File: src/common/eas_defines.vh
/*
 * Constants of the eight-bit arithmetic and shift datapath: register map,
 * field layout, reset values and operation codes.
 * Assumes it is included by its bare name from each design file.
 */
`ifndef EAS_DEFINES_VH
`define EAS_DEFINES_VH

`define EAS_ADDR_W 5
`define EAS_OFF_CTRL 5'h00
`define EAS_OFF_OPND 5'h04
`define EAS_OFF_WREG 5'h08
`define EAS_OFF_FLAGS 5'h0C
`define EAS_OFF_RESULT 5'h10

`define EAS_RESP_OKAY 2'b00
`define EAS_RESP_SLVERR 2'b10

`define EAS_BYTE_ZERO 8'h00
`define EAS_BYTE_ONE 8'h01
`define EAS_FLAGS_RST 4'h0
`define EAS_WORD_ZERO 32'h0000_0000

`define EAS_FLAG_Z 0
`define EAS_FLAG_C 1
`define EAS_FLAG_NC 2
`define EAS_FLAG_SW 3

`define EAS_OPND_IMM 7:0
`define EAS_OPND_MEM 15:8
`define EAS_CTRL_OP 4:0
`define EAS_RES_DEST 8
`define EAS_WREG_FLD 7:0
`define EAS_FLAGS_FLD 3:0
`define EAS_RES_FLD 7:0
`define EAS_STRB_RST 4'h0

`define EAS_OP_ADD_A_I 5'h00
`define EAS_OP_ADD_A_M 5'h01
`define EAS_OP_ADD_M_A 5'h02
`define EAS_OP_ADDC_A_M 5'h03
`define EAS_OP_ADDC_M_A 5'h04
`define EAS_OP_ADDC_A 5'h05
`define EAS_OP_ADDC_M 5'h06
`define EAS_OP_SUB_A_I 5'h07
`define EAS_OP_SUB_A_M 5'h08
`define EAS_OP_SUB_M_A 5'h09
`define EAS_OP_SUBC_A_M 5'h0A
`define EAS_OP_SUBC_M_A 5'h0B
`define EAS_OP_SUBC_A 5'h0C
`define EAS_OP_SUBC_M 5'h0D
`define EAS_OP_INC_M 5'h0E
`define EAS_OP_DEC_M 5'h0F
`define EAS_OP_CLEAR_M 5'h10
`define EAS_OP_LSHR_A 5'h11
`define EAS_OP_ROTR_A 5'h12
`define EAS_OP_LSHR_M 5'h13
`define EAS_OP_ROTR_M 5'h14
`define EAS_OP_LSHL_A 5'h15
`define EAS_OP_ROTL_A 5'h16
`define EAS_OP_LSHL_M 5'h17
`define EAS_OP_ROTL_M 5'h18
`define EAS_OP_SWAP_A 5'h19

`endif

File: src/core/eas_adder.v
/*
 * Eight-bit adder with nibble carry and signed overflow, used for both
 * addition and subtraction by two's complement.
 * Assumes purely combinational use inside the datapath top.
 */
`timescale 1ns/1ps
`include "eas_defines.vh"

module eas_adder (
    input wire [7:0] a,
    input wire [7:0] b,
    input wire cin,
    input wire sub,
    output wire [7:0] sum,
    output wire carry,
    output wire nibble_carry,
    output wire overflow
);
    wire [7:0] bx;
    wire ci;
    wire [8:0] full;
    wire [4:0] low;

    // Subtraction adds the complement; carry in is the inverted borrow
    assign bx = sub ? ~b : b;
    assign ci = sub ? ~cin : cin;
    assign full = {1'b0, a} + {1'b0, bx} + {8'h00, ci};
    assign low = {1'b0, a[3:0]} + {1'b0, bx[3:0]} + {4'h0, ci};
    assign sum = full[7:0];
    // On subtract the flags report borrow, not carry
    assign carry = sub ? ~full[8] : full[8];
    assign nibble_carry = sub ? ~low[4] : low[4];
    assign overflow = (a[7] == bx[7]) & (full[7] != a[7]);
endmodule // eas_adder

File: src/core/eas_alu_shifter.v
/*
 * Eight-bit arithmetic and shift datapath with working register and flags,
 * controlled over AXI4-Lite. A write to the control register with wr_strb[0] set
 * and a known op code runs one operation; results bound for memory leave on mem_we / mem_wdata.
 * Assumes one clock, synchronous active-low reset, one write and one read
 * outstanding at most.
 */
// Our own choices: the address map and the AXI4-Lite interface to the registers.
`timescale 1ns/1ps
`include "eas_defines.vh"

module eas_alu_shifter (
    input wire clk,
    input wire resetn,
    input wire [`EAS_ADDR_W-1:0] s_axi_awaddr,
    input wire s_axi_awvalid,
    output wire s_axi_awready,
    input wire [31:0] s_axi_wdata,
    input wire [3:0] s_axi_wstrb,
    input wire s_axi_wvalid,
    output wire s_axi_wready,
    output reg [1:0] s_axi_bresp,
    output reg s_axi_bvalid,
    input wire s_axi_bready,
    input wire [`EAS_ADDR_W-1:0] s_axi_araddr,
    input wire s_axi_arvalid,
    output wire s_axi_arready,
    output reg [31:0] s_axi_rdata,
    output reg [1:0] s_axi_rresp,
    output reg s_axi_rvalid,
    input wire s_axi_rready,
    output reg mem_we,
    output reg [7:0] mem_wdata
);
    // Write channel holding registers
    reg aw_held_reg;
    reg [`EAS_ADDR_W-1:0] aw_addr_reg;
    reg w_held_reg;
    reg [31:0] w_data_reg;
    reg [3:0] w_strb_reg;

    // Datapath state
    reg [7:0] working_register;
    reg [3:0] flags_reg;
    reg [7:0] imm_reg;
    reg [7:0] mem_opnd_reg;
    reg [7:0] result_reg;
    reg result_dest_reg;

    wire aw_take;
    wire w_take;
    wire wr_do;
    wire [`EAS_ADDR_W-1:0] wr_addr;
    wire [31:0] wr_data;
    wire [3:0] wr_strb;
    wire wr_mapped;
    wire ar_take;
    wire rd_mapped;
    wire run_op;
    wire [4:0] op_code;

    assign s_axi_awready = ~aw_held_reg & ~s_axi_bvalid;
    assign s_axi_wready = ~w_held_reg & ~s_axi_bvalid;
    assign aw_take = s_axi_awvalid & s_axi_awready;
    assign w_take = s_axi_wvalid & s_axi_wready;

    // Address and data may arrive in either order, or together
    assign wr_do = (aw_held_reg | aw_take) & (w_held_reg | w_take);
    assign wr_addr = aw_held_reg ? aw_addr_reg : s_axi_awaddr;
    assign wr_data = w_held_reg ? w_data_reg : s_axi_wdata;
    assign wr_strb = w_held_reg ? w_strb_reg : s_axi_wstrb;
    assign wr_mapped = (wr_addr == `EAS_OFF_CTRL) |
        (wr_addr == `EAS_OFF_OPND) | (wr_addr == `EAS_OFF_WREG) |
        (wr_addr == `EAS_OFF_FLAGS) | (wr_addr == `EAS_OFF_RESULT);

    assign run_op = wr_do & (wr_addr == `EAS_OFF_CTRL) & wr_strb[0];
    assign op_code = wr_data[`EAS_CTRL_OP];

    // Operand selection for the shared adder
    reg [7:0] add_a;
    reg [7:0] add_b;
    reg add_cin;
    reg add_sub;
    wire [7:0] add_sum;
    wire add_c;
    wire add_nc;
    wire add_sw;

    always @* begin
        add_a = working_register;
        add_b = `EAS_BYTE_ZERO;
        add_cin = 1'b0;
        add_sub = 1'b0;
        case (op_code)
            `EAS_OP_ADD_A_I: begin
                add_b = imm_reg;
            end
            `EAS_OP_ADD_A_M, `EAS_OP_ADD_M_A: begin
                add_b = mem_opnd_reg;
            end
            `EAS_OP_ADDC_A_M, `EAS_OP_ADDC_M_A: begin
                add_b = mem_opnd_reg;
                add_cin = flags_reg[`EAS_FLAG_C];
            end
            `EAS_OP_ADDC_A: begin
                add_cin = flags_reg[`EAS_FLAG_C];
            end
            `EAS_OP_ADDC_M: begin
                add_a = mem_opnd_reg;
                add_cin = flags_reg[`EAS_FLAG_C];
            end
            `EAS_OP_SUB_A_I: begin
                add_b = imm_reg;
                add_sub = 1'b1;
            end
            `EAS_OP_SUB_A_M: begin
                add_b = mem_opnd_reg;
                add_sub = 1'b1;
            end
            `EAS_OP_SUB_M_A: begin
                add_a = mem_opnd_reg;
                add_b = working_register;
                add_sub = 1'b1;
            end
            `EAS_OP_SUBC_A_M: begin
                add_b = mem_opnd_reg;
                add_cin = flags_reg[`EAS_FLAG_C];
                add_sub = 1'b1;
            end
            `EAS_OP_SUBC_M_A: begin
                add_a = mem_opnd_reg;
                add_b = working_register;
                add_cin = flags_reg[`EAS_FLAG_C];
                add_sub = 1'b1;
            end
            `EAS_OP_SUBC_A: begin
                add_cin = flags_reg[`EAS_FLAG_C];
                add_sub = 1'b1;
            end
            `EAS_OP_SUBC_M: begin
                add_a = mem_opnd_reg;
                add_cin = flags_reg[`EAS_FLAG_C];
                add_sub = 1'b1;
            end
            `EAS_OP_INC_M: begin
                add_a = mem_opnd_reg;
                add_b = `EAS_BYTE_ONE;
            end
            `EAS_OP_DEC_M: begin
                add_a = mem_opnd_reg;
                add_b = `EAS_BYTE_ONE;
                add_sub = 1'b1;
            end
            default: begin
                add_a = working_register;
            end
        endcase
    end

    eas_adder u_adder (
        .a(add_a),
        .b(add_b),
        .cin(add_cin),
        .sub(add_sub),
        .sum(add_sum),
        .carry(add_c),
        .nibble_carry(add_nc),
        .overflow(add_sw)
    );

    // Result, destination and flag update of the requested operation
    reg [7:0] op_res;
    reg op_to_mem;
    reg op_known;
    reg [3:0] op_flags;
    wire [3:0] arith_flags;
    wire cy;
    wire [7:0] wrk;
    wire [7:0] mem;

    assign cy = flags_reg[`EAS_FLAG_C];
    assign wrk = working_register;
    assign mem = mem_opnd_reg;
    // Flag bit order: overflow, nibble carry, carry, zero
    assign arith_flags = {add_sw, add_nc, add_c,
        add_sum == `EAS_BYTE_ZERO};

    always @* begin
        op_res = add_sum;
        op_to_mem = 1'b0;
        op_known = 1'b1;
        op_flags = arith_flags;
        case (op_code)
            `EAS_OP_ADD_A_I, `EAS_OP_ADD_A_M, `EAS_OP_ADDC_A_M,
            `EAS_OP_ADDC_A, `EAS_OP_SUB_A_I, `EAS_OP_SUB_A_M,
            `EAS_OP_SUBC_A_M, `EAS_OP_SUBC_A: begin
                op_to_mem = 1'b0;
            end
            `EAS_OP_ADD_M_A, `EAS_OP_ADDC_M_A, `EAS_OP_ADDC_M,
            `EAS_OP_SUB_M_A, `EAS_OP_SUBC_M_A, `EAS_OP_SUBC_M,
            `EAS_OP_INC_M, `EAS_OP_DEC_M: begin
                op_to_mem = 1'b1;
            end
            `EAS_OP_CLEAR_M: begin
                op_res = `EAS_BYTE_ZERO;
                op_to_mem = 1'b1;
                op_flags = flags_reg;
            end
            `EAS_OP_LSHR_A: begin
                op_res = {1'b0, wrk[7:1]};
                op_flags = {flags_reg[3:2], wrk[0], flags_reg[0]};
            end
            `EAS_OP_ROTR_A: begin
                op_res = {cy, wrk[7:1]};
                op_flags = {flags_reg[3:2], wrk[0], flags_reg[0]};
            end
            `EAS_OP_LSHR_M: begin
                op_res = {1'b0, mem[7:1]};
                op_to_mem = 1'b1;
                op_flags = {flags_reg[3:2], mem[0], flags_reg[0]};
            end
            `EAS_OP_ROTR_M: begin
                op_res = {cy, mem[7:1]};
                op_to_mem = 1'b1;
                op_flags = {flags_reg[3:2], mem[0], flags_reg[0]};
            end
            `EAS_OP_LSHL_A: begin
                op_res = {wrk[6:0], 1'b0};
                op_flags = {flags_reg[3:2], wrk[7], flags_reg[0]};
            end
            `EAS_OP_ROTL_A: begin
                op_res = {wrk[6:0], cy};
                op_flags = {flags_reg[3:2], wrk[7], flags_reg[0]};
            end
            `EAS_OP_LSHL_M: begin
                op_res = {mem[6:0], 1'b0};
                op_to_mem = 1'b1;
                op_flags = {flags_reg[3:2], mem[7], flags_reg[0]};
            end
            `EAS_OP_ROTL_M: begin
                op_res = {mem[6:0], cy};
                op_to_mem = 1'b1;
                op_flags = {flags_reg[3:2], mem[7], flags_reg[0]};
            end
            `EAS_OP_SWAP_A: begin
                op_res = {wrk[3:0], wrk[7:4]};
                op_flags = flags_reg;
            end
            default: begin
                op_known = 1'b0;
                op_flags = flags_reg;
            end
        endcase
    end

    // Write channel and register updates
    always @(posedge clk) begin
        if (!resetn) begin
            aw_held_reg <= 1'b0;
            aw_addr_reg <= {`EAS_ADDR_W{1'b0}};
            w_held_reg <= 1'b0;
            w_data_reg <= `EAS_WORD_ZERO;
            w_strb_reg <= `EAS_STRB_RST;
            s_axi_bvalid <= 1'b0;
            s_axi_bresp <= `EAS_RESP_OKAY;
            working_register <= `EAS_BYTE_ZERO;
            flags_reg <= `EAS_FLAGS_RST;
            imm_reg <= `EAS_BYTE_ZERO;
            mem_opnd_reg <= `EAS_BYTE_ZERO;
            result_reg <= `EAS_BYTE_ZERO;
            result_dest_reg <= 1'b0;
            mem_we <= 1'b0;
            mem_wdata <= `EAS_BYTE_ZERO;
        end else begin
            mem_we <= 1'b0;
            if (s_axi_bvalid && s_axi_bready) begin
                s_axi_bvalid <= 1'b0;
            end
            if (wr_do) begin
                aw_held_reg <= 1'b0;
                w_held_reg <= 1'b0;
                s_axi_bvalid <= 1'b1;
                s_axi_bresp <= wr_mapped ? `EAS_RESP_OKAY
                                         : `EAS_RESP_SLVERR;
            end else begin
                if (aw_take) begin
                    aw_held_reg <= 1'b1;
                    aw_addr_reg <= s_axi_awaddr;
                end
                if (w_take) begin
                    w_held_reg <= 1'b1;
                    w_data_reg <= s_axi_wdata;
                    w_strb_reg <= s_axi_wstrb;
                end
            end
            if (wr_do && wr_addr == `EAS_OFF_OPND) begin
                if (wr_strb[0]) begin
                    imm_reg <= wr_data[`EAS_OPND_IMM];
                end
                if (wr_strb[1]) begin
                    mem_opnd_reg <= wr_data[`EAS_OPND_MEM];
                end
            end
            if (wr_do && wr_addr == `EAS_OFF_WREG && wr_strb[0]) begin
                working_register <= wr_data[`EAS_WREG_FLD];
            end
            if (wr_do && wr_addr == `EAS_OFF_FLAGS && wr_strb[0]) begin
                flags_reg <= wr_data[`EAS_FLAGS_FLD];
            end
            // Result and flags land on the same edge
            if (run_op && op_known) begin
                flags_reg <= op_flags;
                result_reg <= op_res;
                result_dest_reg <= op_to_mem;
                if (op_to_mem) begin
                    mem_we <= 1'b1;
                    mem_wdata <= op_res;
                    mem_opnd_reg <= op_res;
                end else begin
                    working_register <= op_res;
                end
            end
        end
    end

    // Read channel
    assign s_axi_arready = ~s_axi_rvalid;
    assign ar_take = s_axi_arvalid & s_axi_arready;
    assign rd_mapped = (s_axi_araddr == `EAS_OFF_CTRL) |
        (s_axi_araddr == `EAS_OFF_OPND) | (s_axi_araddr == `EAS_OFF_WREG) |
        (s_axi_araddr == `EAS_OFF_FLAGS) |
        (s_axi_araddr == `EAS_OFF_RESULT);

    reg [31:0] rd_word;

    always @* begin
        rd_word = `EAS_WORD_ZERO;
        case (s_axi_araddr)
            `EAS_OFF_OPND: begin
                rd_word[`EAS_OPND_IMM] = imm_reg;
                rd_word[`EAS_OPND_MEM] = mem_opnd_reg;
            end
            `EAS_OFF_WREG: begin
                rd_word[`EAS_WREG_FLD] = working_register;
            end
            `EAS_OFF_FLAGS: begin
                rd_word[`EAS_FLAGS_FLD] = flags_reg;
            end
            `EAS_OFF_RESULT: begin
                rd_word[`EAS_RES_FLD] = result_reg;
                rd_word[`EAS_RES_DEST] = result_dest_reg;
            end
            default: begin
                rd_word = `EAS_WORD_ZERO;
            end
        endcase
    end

    always @(posedge clk) begin
        if (!resetn) begin
            s_axi_rvalid <= 1'b0;
            s_axi_rdata <= `EAS_WORD_ZERO;
            s_axi_rresp <= `EAS_RESP_OKAY;
        end else if (ar_take) begin
            s_axi_rvalid <= 1'b1;
            s_axi_rdata <= rd_word;
            s_axi_rresp <= rd_mapped ? `EAS_RESP_OKAY : `EAS_RESP_SLVERR;
        end else if (s_axi_rvalid && s_axi_rready) begin
            s_axi_rvalid <= 1'b0;
        end
    end
endmodule // eas_alu_shifter

File: config.mk
export PLATFORM = sky130hd
export DESIGN_NAME = eas_alu_shifter
export DESIGN_NICKNAME = d
export VERILOG_FILES = /design/src/core/eas_adder.v /design/src/core/eas_alu_shifter.v
export VERILOG_INCLUDE_DIRS = /design/src /design/src/common
export SDC_FILE = /design/constraint.sdc
export NUM_CORES = 1
export LEC_CHECK = 0
export BUFFER_PORTS_ARGS = -buffer_cell sky130_fd_sc_hd__buf_2
export CELL_PAD_IN_SITES_DETAIL_PLACEMENT = 0
export CELL_PAD_IN_SITES_GLOBAL_PLACEMENT = 1
export CORE_UTILIZATION = 42
export DETAILED_ROUTE_END_ITERATION = 7
export GPL_ROUTABILITY_DRIVEN = 1
export GPL_TIMING_DRIVEN = 0
export PLACE_DENSITY_LB_ADDON = 0.15
export RECOVER_POWER = 100
export REMOVE_ABC_BUFFERS = 1
export SLEW_MARGIN = 20
export SYNTH_ARGS = -nofsm -noshare
export SYNTH_HDL_FRONTEND = slang
export SYNTH_SLANG_ARGS = --single-unit
File: constraint.sdc
create_clock -name clk -period 5.8 [get_ports clk]
set_input_delay 0.87 -clock clk [delete_from_list [all_inputs] [get_ports clk]]
set_output_delay 0.87 -clock clk [all_outputs]
set_load 0.02 [all_outputs]
[Word level (Yosys, flattened, before mapping)]
Index checks and enable logic that the tools add are counted.
Operators by class
  mux-type cells: 35
  eq/ne operators: 41
  bitwise operators: 29
  reductions and logical operators: 37
  $add $sub $neg: 4
Operators by type and width (count)
  one-hot mux 8 bit (10 select lines): 1
  2-to-1 mux 8 bit: 9
  == test 5 x 4 -> 1 bit, second input constant: 12
  == test 5 bit, second input constant: 12
  one-hot mux 8 bit (4 select lines): 1
  == test 5 x 3 -> 1 bit, second input constant: 6
  OR reduction 26 bit: 1
  one-hot mux 4 bit (5 select lines): 1
  2-to-1 mux 16 bit: 1
  one-hot mux 4 bit (4 select lines): 1
  OR reduction 16 bit: 1
  OR reduction 2 bit: 8
  OR reduction 8 bit: 2
  logical NOT 5 bit: 3
  OR reduction 13 bit: 1
  2-to-1 mux 1 bit: 12
  one-hot mux 4 bit (3 select lines): 1
  AND reduction 2 bit: 6
  OR reduction 6 bit: 2
  == test 5 x 2 -> 1 bit, second input constant: 2
  != test 2 bit, second input constant: 5
  bitwise OR 1 bit: 10
  adder 8 x 8 -> 9 bit: 1
  adder 9 x 1 -> 9 bit: 1
  18 further kinds: 46
Word-level totals
  flip-flop bits (word level): 93
  output and inout bits: 50
  input port bits: 53

[Logic depth before layout (Yosys ltp)]
  word-level depth: 12
  depth in mapped cells: 17
  mapped depth without buffers: 15

[Hierarchy]
From an unflattened synthesis, not the netlist that was laid out.
Second synthesis, totals
  cell total of the unflattened synthesis: 687
  area total of the unflattened synthesis: 5549.1 um2
Modules (own cells, without submodules)
  eas_alu_shifter: sequential area each 1821.7 um2, area each 5124.9 um2, instances 1, cells an instance 637
  eas_adder: sequential area each 0.0 um2, area each 424.2 um2, instances 1, cells an instance 50

[Worst setup path before layout]
OpenSTA, ideal clock, no wires.
  kind: in2reg
  start: input port s_axi_wdata[0]
  end: register result_reg[4]
  data required time: 5.714 ns
  stages on the path: 16
  buffers on the path: 3
  data arrival time: 4.314 ns
  setup slack: 1.400 ns
  cell sequence: clkbuf_1 mux2i_1 clkbuf_1 nor2_1 mux2i_1 clkbuf_1 xor2_1 fa_1 inv_1 fa_1 nor2b_1 o22a_1 xor2_1 a22oi_1 and4_1 a211oi_1
Between the ends
  word-level cells in the longest chain between the ends: 9
  elaborated cells between the ends (all ways): 48
  those cells by class: add/sub: 2; eq/ne: 25; mux: 9; bitwise: 2; reduce/logical: 10
Ends and longest elaborated chain
  start, declared: RTL line eas_alu_shifter.v:18  | input wire [31:0] s_axi_wdata,
  2-to-1 mux 16 bit *: RTL line eas_alu_shifter.v:70  | assign wr_data = w_held_reg ? w_data_reg : s_axi_wdata;
  == test 5 x 2 -> 1 bit, or another cell as far along: RTL line eas_alu_shifter.v:94, eas_alu_shifter.v:193
  OR reduction 6 bit (no line) or OR reduction 2 bit (tied branches)
  one-hot mux 8 bit (4 select lines): RTL line eas_alu_shifter.v:94  | case (op_code)
  inverter 8 bit: RTL line eas_adder.v:25  | assign bx = sub ? ~b : b;
  2-to-1 mux 8 bit: RTL line eas_adder.v:25
  adder 8 x 8 -> 9 bit: RTL line eas_adder.v:27  | assign full = {1'b0, a} + {1'b0, bx} + {8'h00, ci};
  adder 9 x 1 -> 9 bit: RTL line eas_adder.v:27
  one-hot mux 8 bit (10 select lines): RTL line eas_alu_shifter.v:193  | case (op_code)
  end signal, assigned: RTL line eas_alu_shifter.v:270  | result_reg <= `EAS_BYTE_ZERO;
  end signal, assigned: RTL line eas_alu_shifter.v:313  | result_reg <= op_res;
  end, declared: RTL line eas_alu_shifter.v:47  | reg [7:0] result_reg;
Mark *: on every way between the ends. The rest lies on a longest branch, timed or not.
A chain may end at the register's enable or synchronous reset.

[Worst setup path in the final report]
  start: register w_held_reg
  end: register working_register[6]
Between the ends
  word-level cells in the longest chain between the ends: 11
  elaborated cells between the ends (all ways): 63
  those cells by class: add/sub: 2; eq/ne: 25; mux: 14; bitwise: 9; reduce/logical: 13
Ends and longest elaborated chain
  start, declared: RTL line eas_alu_shifter.v:38  | reg w_held_reg;
  start signal, assigned: RTL line eas_alu_shifter.v:261  | w_held_reg <= 1'b0;
  start signal, assigned: RTL line eas_alu_shifter.v:281  | w_held_reg <= 1'b0;
  start signal, assigned: RTL line eas_alu_shifter.v:291  | w_held_reg <= 1'b1;
  2-to-1 mux 16 bit: RTL line eas_alu_shifter.v:70
  == test 5 x 2 -> 1 bit, or another cell as far along: RTL line eas_alu_shifter.v:94, eas_alu_shifter.v:193
  OR reduction 6 bit (no line) or OR reduction 2 bit (tied branches)
  one-hot mux 8 bit (4 select lines): RTL line eas_alu_shifter.v:94
  inverter 8 bit: RTL line eas_adder.v:25
  2-to-1 mux 8 bit: RTL line eas_adder.v:25
  adder 8 x 8 -> 9 bit: RTL line eas_adder.v:27
  adder 9 x 1 -> 9 bit: RTL line eas_adder.v:27
  one-hot mux 8 bit (10 select lines): RTL line eas_alu_shifter.v:193
  2-to-1 mux 8 bit: RTL line eas_alu_shifter.v:315  | if (op_to_mem) begin
  2-to-1 mux 8 bit *: RTL line eas_alu_shifter.v:311  | if (run_op && op_known) begin
  end signal, assigned: RTL line eas_alu_shifter.v:266  | working_register <= `EAS_BYTE_ZERO;
  end signal, assigned: RTL line eas_alu_shifter.v:305  | working_register <= wr_data[`EAS_WREG_FLD];
  end signal, assigned: RTL line eas_alu_shifter.v:320  | working_register <= op_res;
  end, declared: RTL line eas_alu_shifter.v:43  | reg [7:0] working_register;
Marks and branches as above.

==> metrics.txt <==
status=finished, violations left; failing checks=DRC, capacitance limit, slew limit; post-synthesis mux area share=approximately a tenth; Required @ worst endpoint=~6.0 ns; setup slack after layout=~0.47 ns; Worst path slowest cell=a211oi_1; Max Cap Viol=3; Worst VDD drop=roughly 0.17 mV; Die H=between 100 and 150 um; synthesized instance count=between 700 and 800; Synth Register Bits=just over 90; CP max FO=28; GRT busiest layer=met2; Final Hold Fails=0; Synth Area in Compound Gates=~25%; RePlAce Congestion=around 0.9; Pleak=between 2 and 2.5 nW; RSZ-0062 raised after global routing=false; number of port buffers=66; Post-synth EDFFs=0; met1 Usage GRT=a little over a third; pwr dens=~250 nW/um^2; drt first-iter violations=~490; CTS tree=yes; Cell variety after synth=75; Syn Std Cell Area=5710 sq um; crit path kind=flop to flop; slowest stage delay, CP=just under 0.8 ns; nets@finish=798; FP Rows=between 40 and 50; met3 usage=between 4 and 5%; Clock Pin Slew Worst Setup and Hold Paths=0.07 ns; Tightest Pin Transition=roughly 2 ns; Hold WS=roughly 0.45 ns; critical path endpoint category=flop; core box area=13,200 sq um; Ports=103; die span in x=approximately 120 um; GR Util met2=roughly two fifths; Layout area overhead=9.92%; setup bufs post-CTS=0; top cell type's share of synthesized area=between 30% and 40%; H-tree levels=3; Post-Layout Inst Area=around 6300 sq um; post-place setup slack=slightly above 0.5 ns; Post-Synth Adder-Cell Area=roughly 2.2%; Placed Area=between 6000 and 7000 sq um; Die Area=14,100 sq um; simple-gate area share of the yosys netlist=about a fifth; main combinational cell family by area after synthesis=compound AO/OA/AOI/OAI gates; total number of vias=approximately 5,500; Startpoint Class=flop; Mean Syn Cell Area=around 8 sq um; CTS Root Cell=clkbuf_16; Resized cells post-CTS=0; Primary FF master, synth=dfxtp_1; ranking of synthesized cells by area=dfxtp_1, a21oi_1, mux2_2, nand2_1, mux2i_1; Vias/cell=6.04; first-pass GRT wire length=28,300 um; ys async rst share=0%; maximum clock insertion buffer count=2; Slew headroom=-32.4%; Clock Skew=0.00695 ns; fmax=roughly 190 MHz; number of global-route vias before repair=between 5,000 and 6,000; Setup Viol. Count Final=0; Final min period=about 5.3 ns; Wirelength per Cell=roughly 19 um; Clock Sinks=just over 90; final wirelength=about 18,000 um; share of post-route cells with drive strength above 1=between 10% and 20%; gr ovfl total=0; largest area contributor in the netlist=dfxtp_1; Top delay family on crit path=compound AO/OA/AOI/OAI gates; Buf+Inv Stages, Crit Path=2; drt drc=1; largest net degree at the start of global routing=between 40 and 50; DPL Wire Length=12,300 um; Synth Area in XOR/XNOR=2.91%; initial core utilization=43.2%; Post-DRT Antenna Nets=0; post-synthesis sequential area ratio=31.9%; antenna diode count=0; Tot GR Track Use=roughly a quarter; drt pass-1 iters=8; Hold Crit Class=flop to flop; clock insertion delay at the later pin of the skew report=about 0.35 ns; Post-CTS Hold Buffers=0; final max-slew violation count=97; initial antenna violation count=0; Yosys warning total=0; # fillers=~1,400; Critical Path AT=between 5 and 6 ns; CP cell instances=buf_16 -> mux2_2 -> nor3_1 -> o21ai_0 -> a21oi_1 -> a222oi_1 -> xor2_1 -> fa_1 -> inv_1 -> fa_1 -> nor2b_1 -> o2111ai_1 -> nand2_1 -> xor2_1 -> a211oi_1 -> o22ai_1; Final Cycle Share=around nine tenths; Num CTS Buffers=9
## where the power goes
part	switching, W	internal (W)	leakage, nW	total, W
logic	0.000229	0.000117	1.53	0.000346
registers	0.0000248	0.000642	0.737	0.000666
clock network	0.000270	0.000306	0.131	0.000575
total	0.000523	0.00106	2.40	0.00159
## kinds of logic after synthesis
| logic type | after synthesis |
|---|---|
| AOI/OAI and AO/OA | 213 |
| xor gates and xnor gates | 19 |
| adders and majority gates | 9 |
| buffers and inverters | 86 |
| DFF | 91 |
| muxes | 57 |
| other | 1 |
| and+or+nand+nor | 234 |
## final cells by class
class | count | area, sq um | share of cell area [%]
Inverter | 15 | 56.3 | 0.896
Clock buffer | 10 | 239 | 3.80
Timing Repair Buffer | 69 | 325 | 5.18
Clock inverter | 6 | 48.8 | 0.777
Tap cell | 176 | 220 | 3.51
Sequential cell | 91 | 1820 | 29.0
Multi-Input combinational cell | 550 | 3570 | 56.8
## tightest hold or removal path, cell delays in order, from the launching register on
cell	delay (ns)
dfxtp_1	0.31
nand2_1	0.05
a21oi_1	0.05
## cell usage in the layout (no fill, tap or decap), types with 6 or more instances in the layout
master	netlist	layout
clkbuf_1	41	34
conb_1	1	18
nand2b_1	6	6
or2_2	7	7
xnor2_1	7	7
mux2i_1	28	23
a21oi_1	69	69
nand3_1	22	22
a22oi_1	8	8
clkbuf_16	0	9
and3_1	7	7
ha_1	7	7
inv_1	14	14
or3_1	6	6
o21ai_0	25	26
o22ai_1	6	6
a211oi_1	21	21
nor3_1	14	14
nor2_1	54	54
a21o_1	6	6
nand2_1	80	80
xor2_1	12	12
o21ai_1	10	9
a222oi_1	14	14
buf_2	3	34
dfxtp_1	91	90
mux2_2	29	29
## through the flow
stage	TNS [ns]	total power, W	std cells	util (%)
final	0	0.00159	917	47.4
after global placement	-29.53	0.00101	898	45.1
after CTS	0	0.00160	917	47.9
after global routing	0	0.00166	917	47.4
after floorplan	0	0.000901	656	-
after detailed placement	0	0.00102	901	45.7
## synth_stat cells (7+ instances only)
library cell	number
nand3_1	22
a21oi_1	69
ha_1	7
mux2i_1	28
a222oi_1	14
o21ai_1	10
nand2_1	80
or2_2	7
clkbuf_1	41
a211oi_1	21
xor2_1	12
buf_4	22
xnor2_1	7
o21ai_0	25
nor3_1	14
inv_1	14
a22oi_1	8
dfxtp_1	91
mux2_2	29
nor2_1	54
and3_1	7
## layer usage
layer,wire length [um],up-vias
met5,0,-
met1,7890,2645
li1,-,2636
met4,498,0
met3,1300,38
met2,8080,220
## path summary, 6_finish.rpt
check	start	end	slack, ns	depth (start not counted)
worst max register to register	w_held_reg$_SDFFE_PP0P_	working_register[6]$_SDFF_PN0_	0.47	16
worst min register to register	s_axi_rdata[11]$_SDFFE_PN0P_	s_axi_rdata[11]$_SDFFE_PN0P_	0.45	2
worst max-delay path	w_held_reg$_SDFFE_PP0P_	working_register[6]$_SDFF_PN0_	0.47	16
worst min-delay path	s_axi_rdata[11]$_SDFFE_PN0P_	s_axi_rdata[11]$_SDFFE_PN0P_	0.45	2
Power figures use the tool's default switching activity.
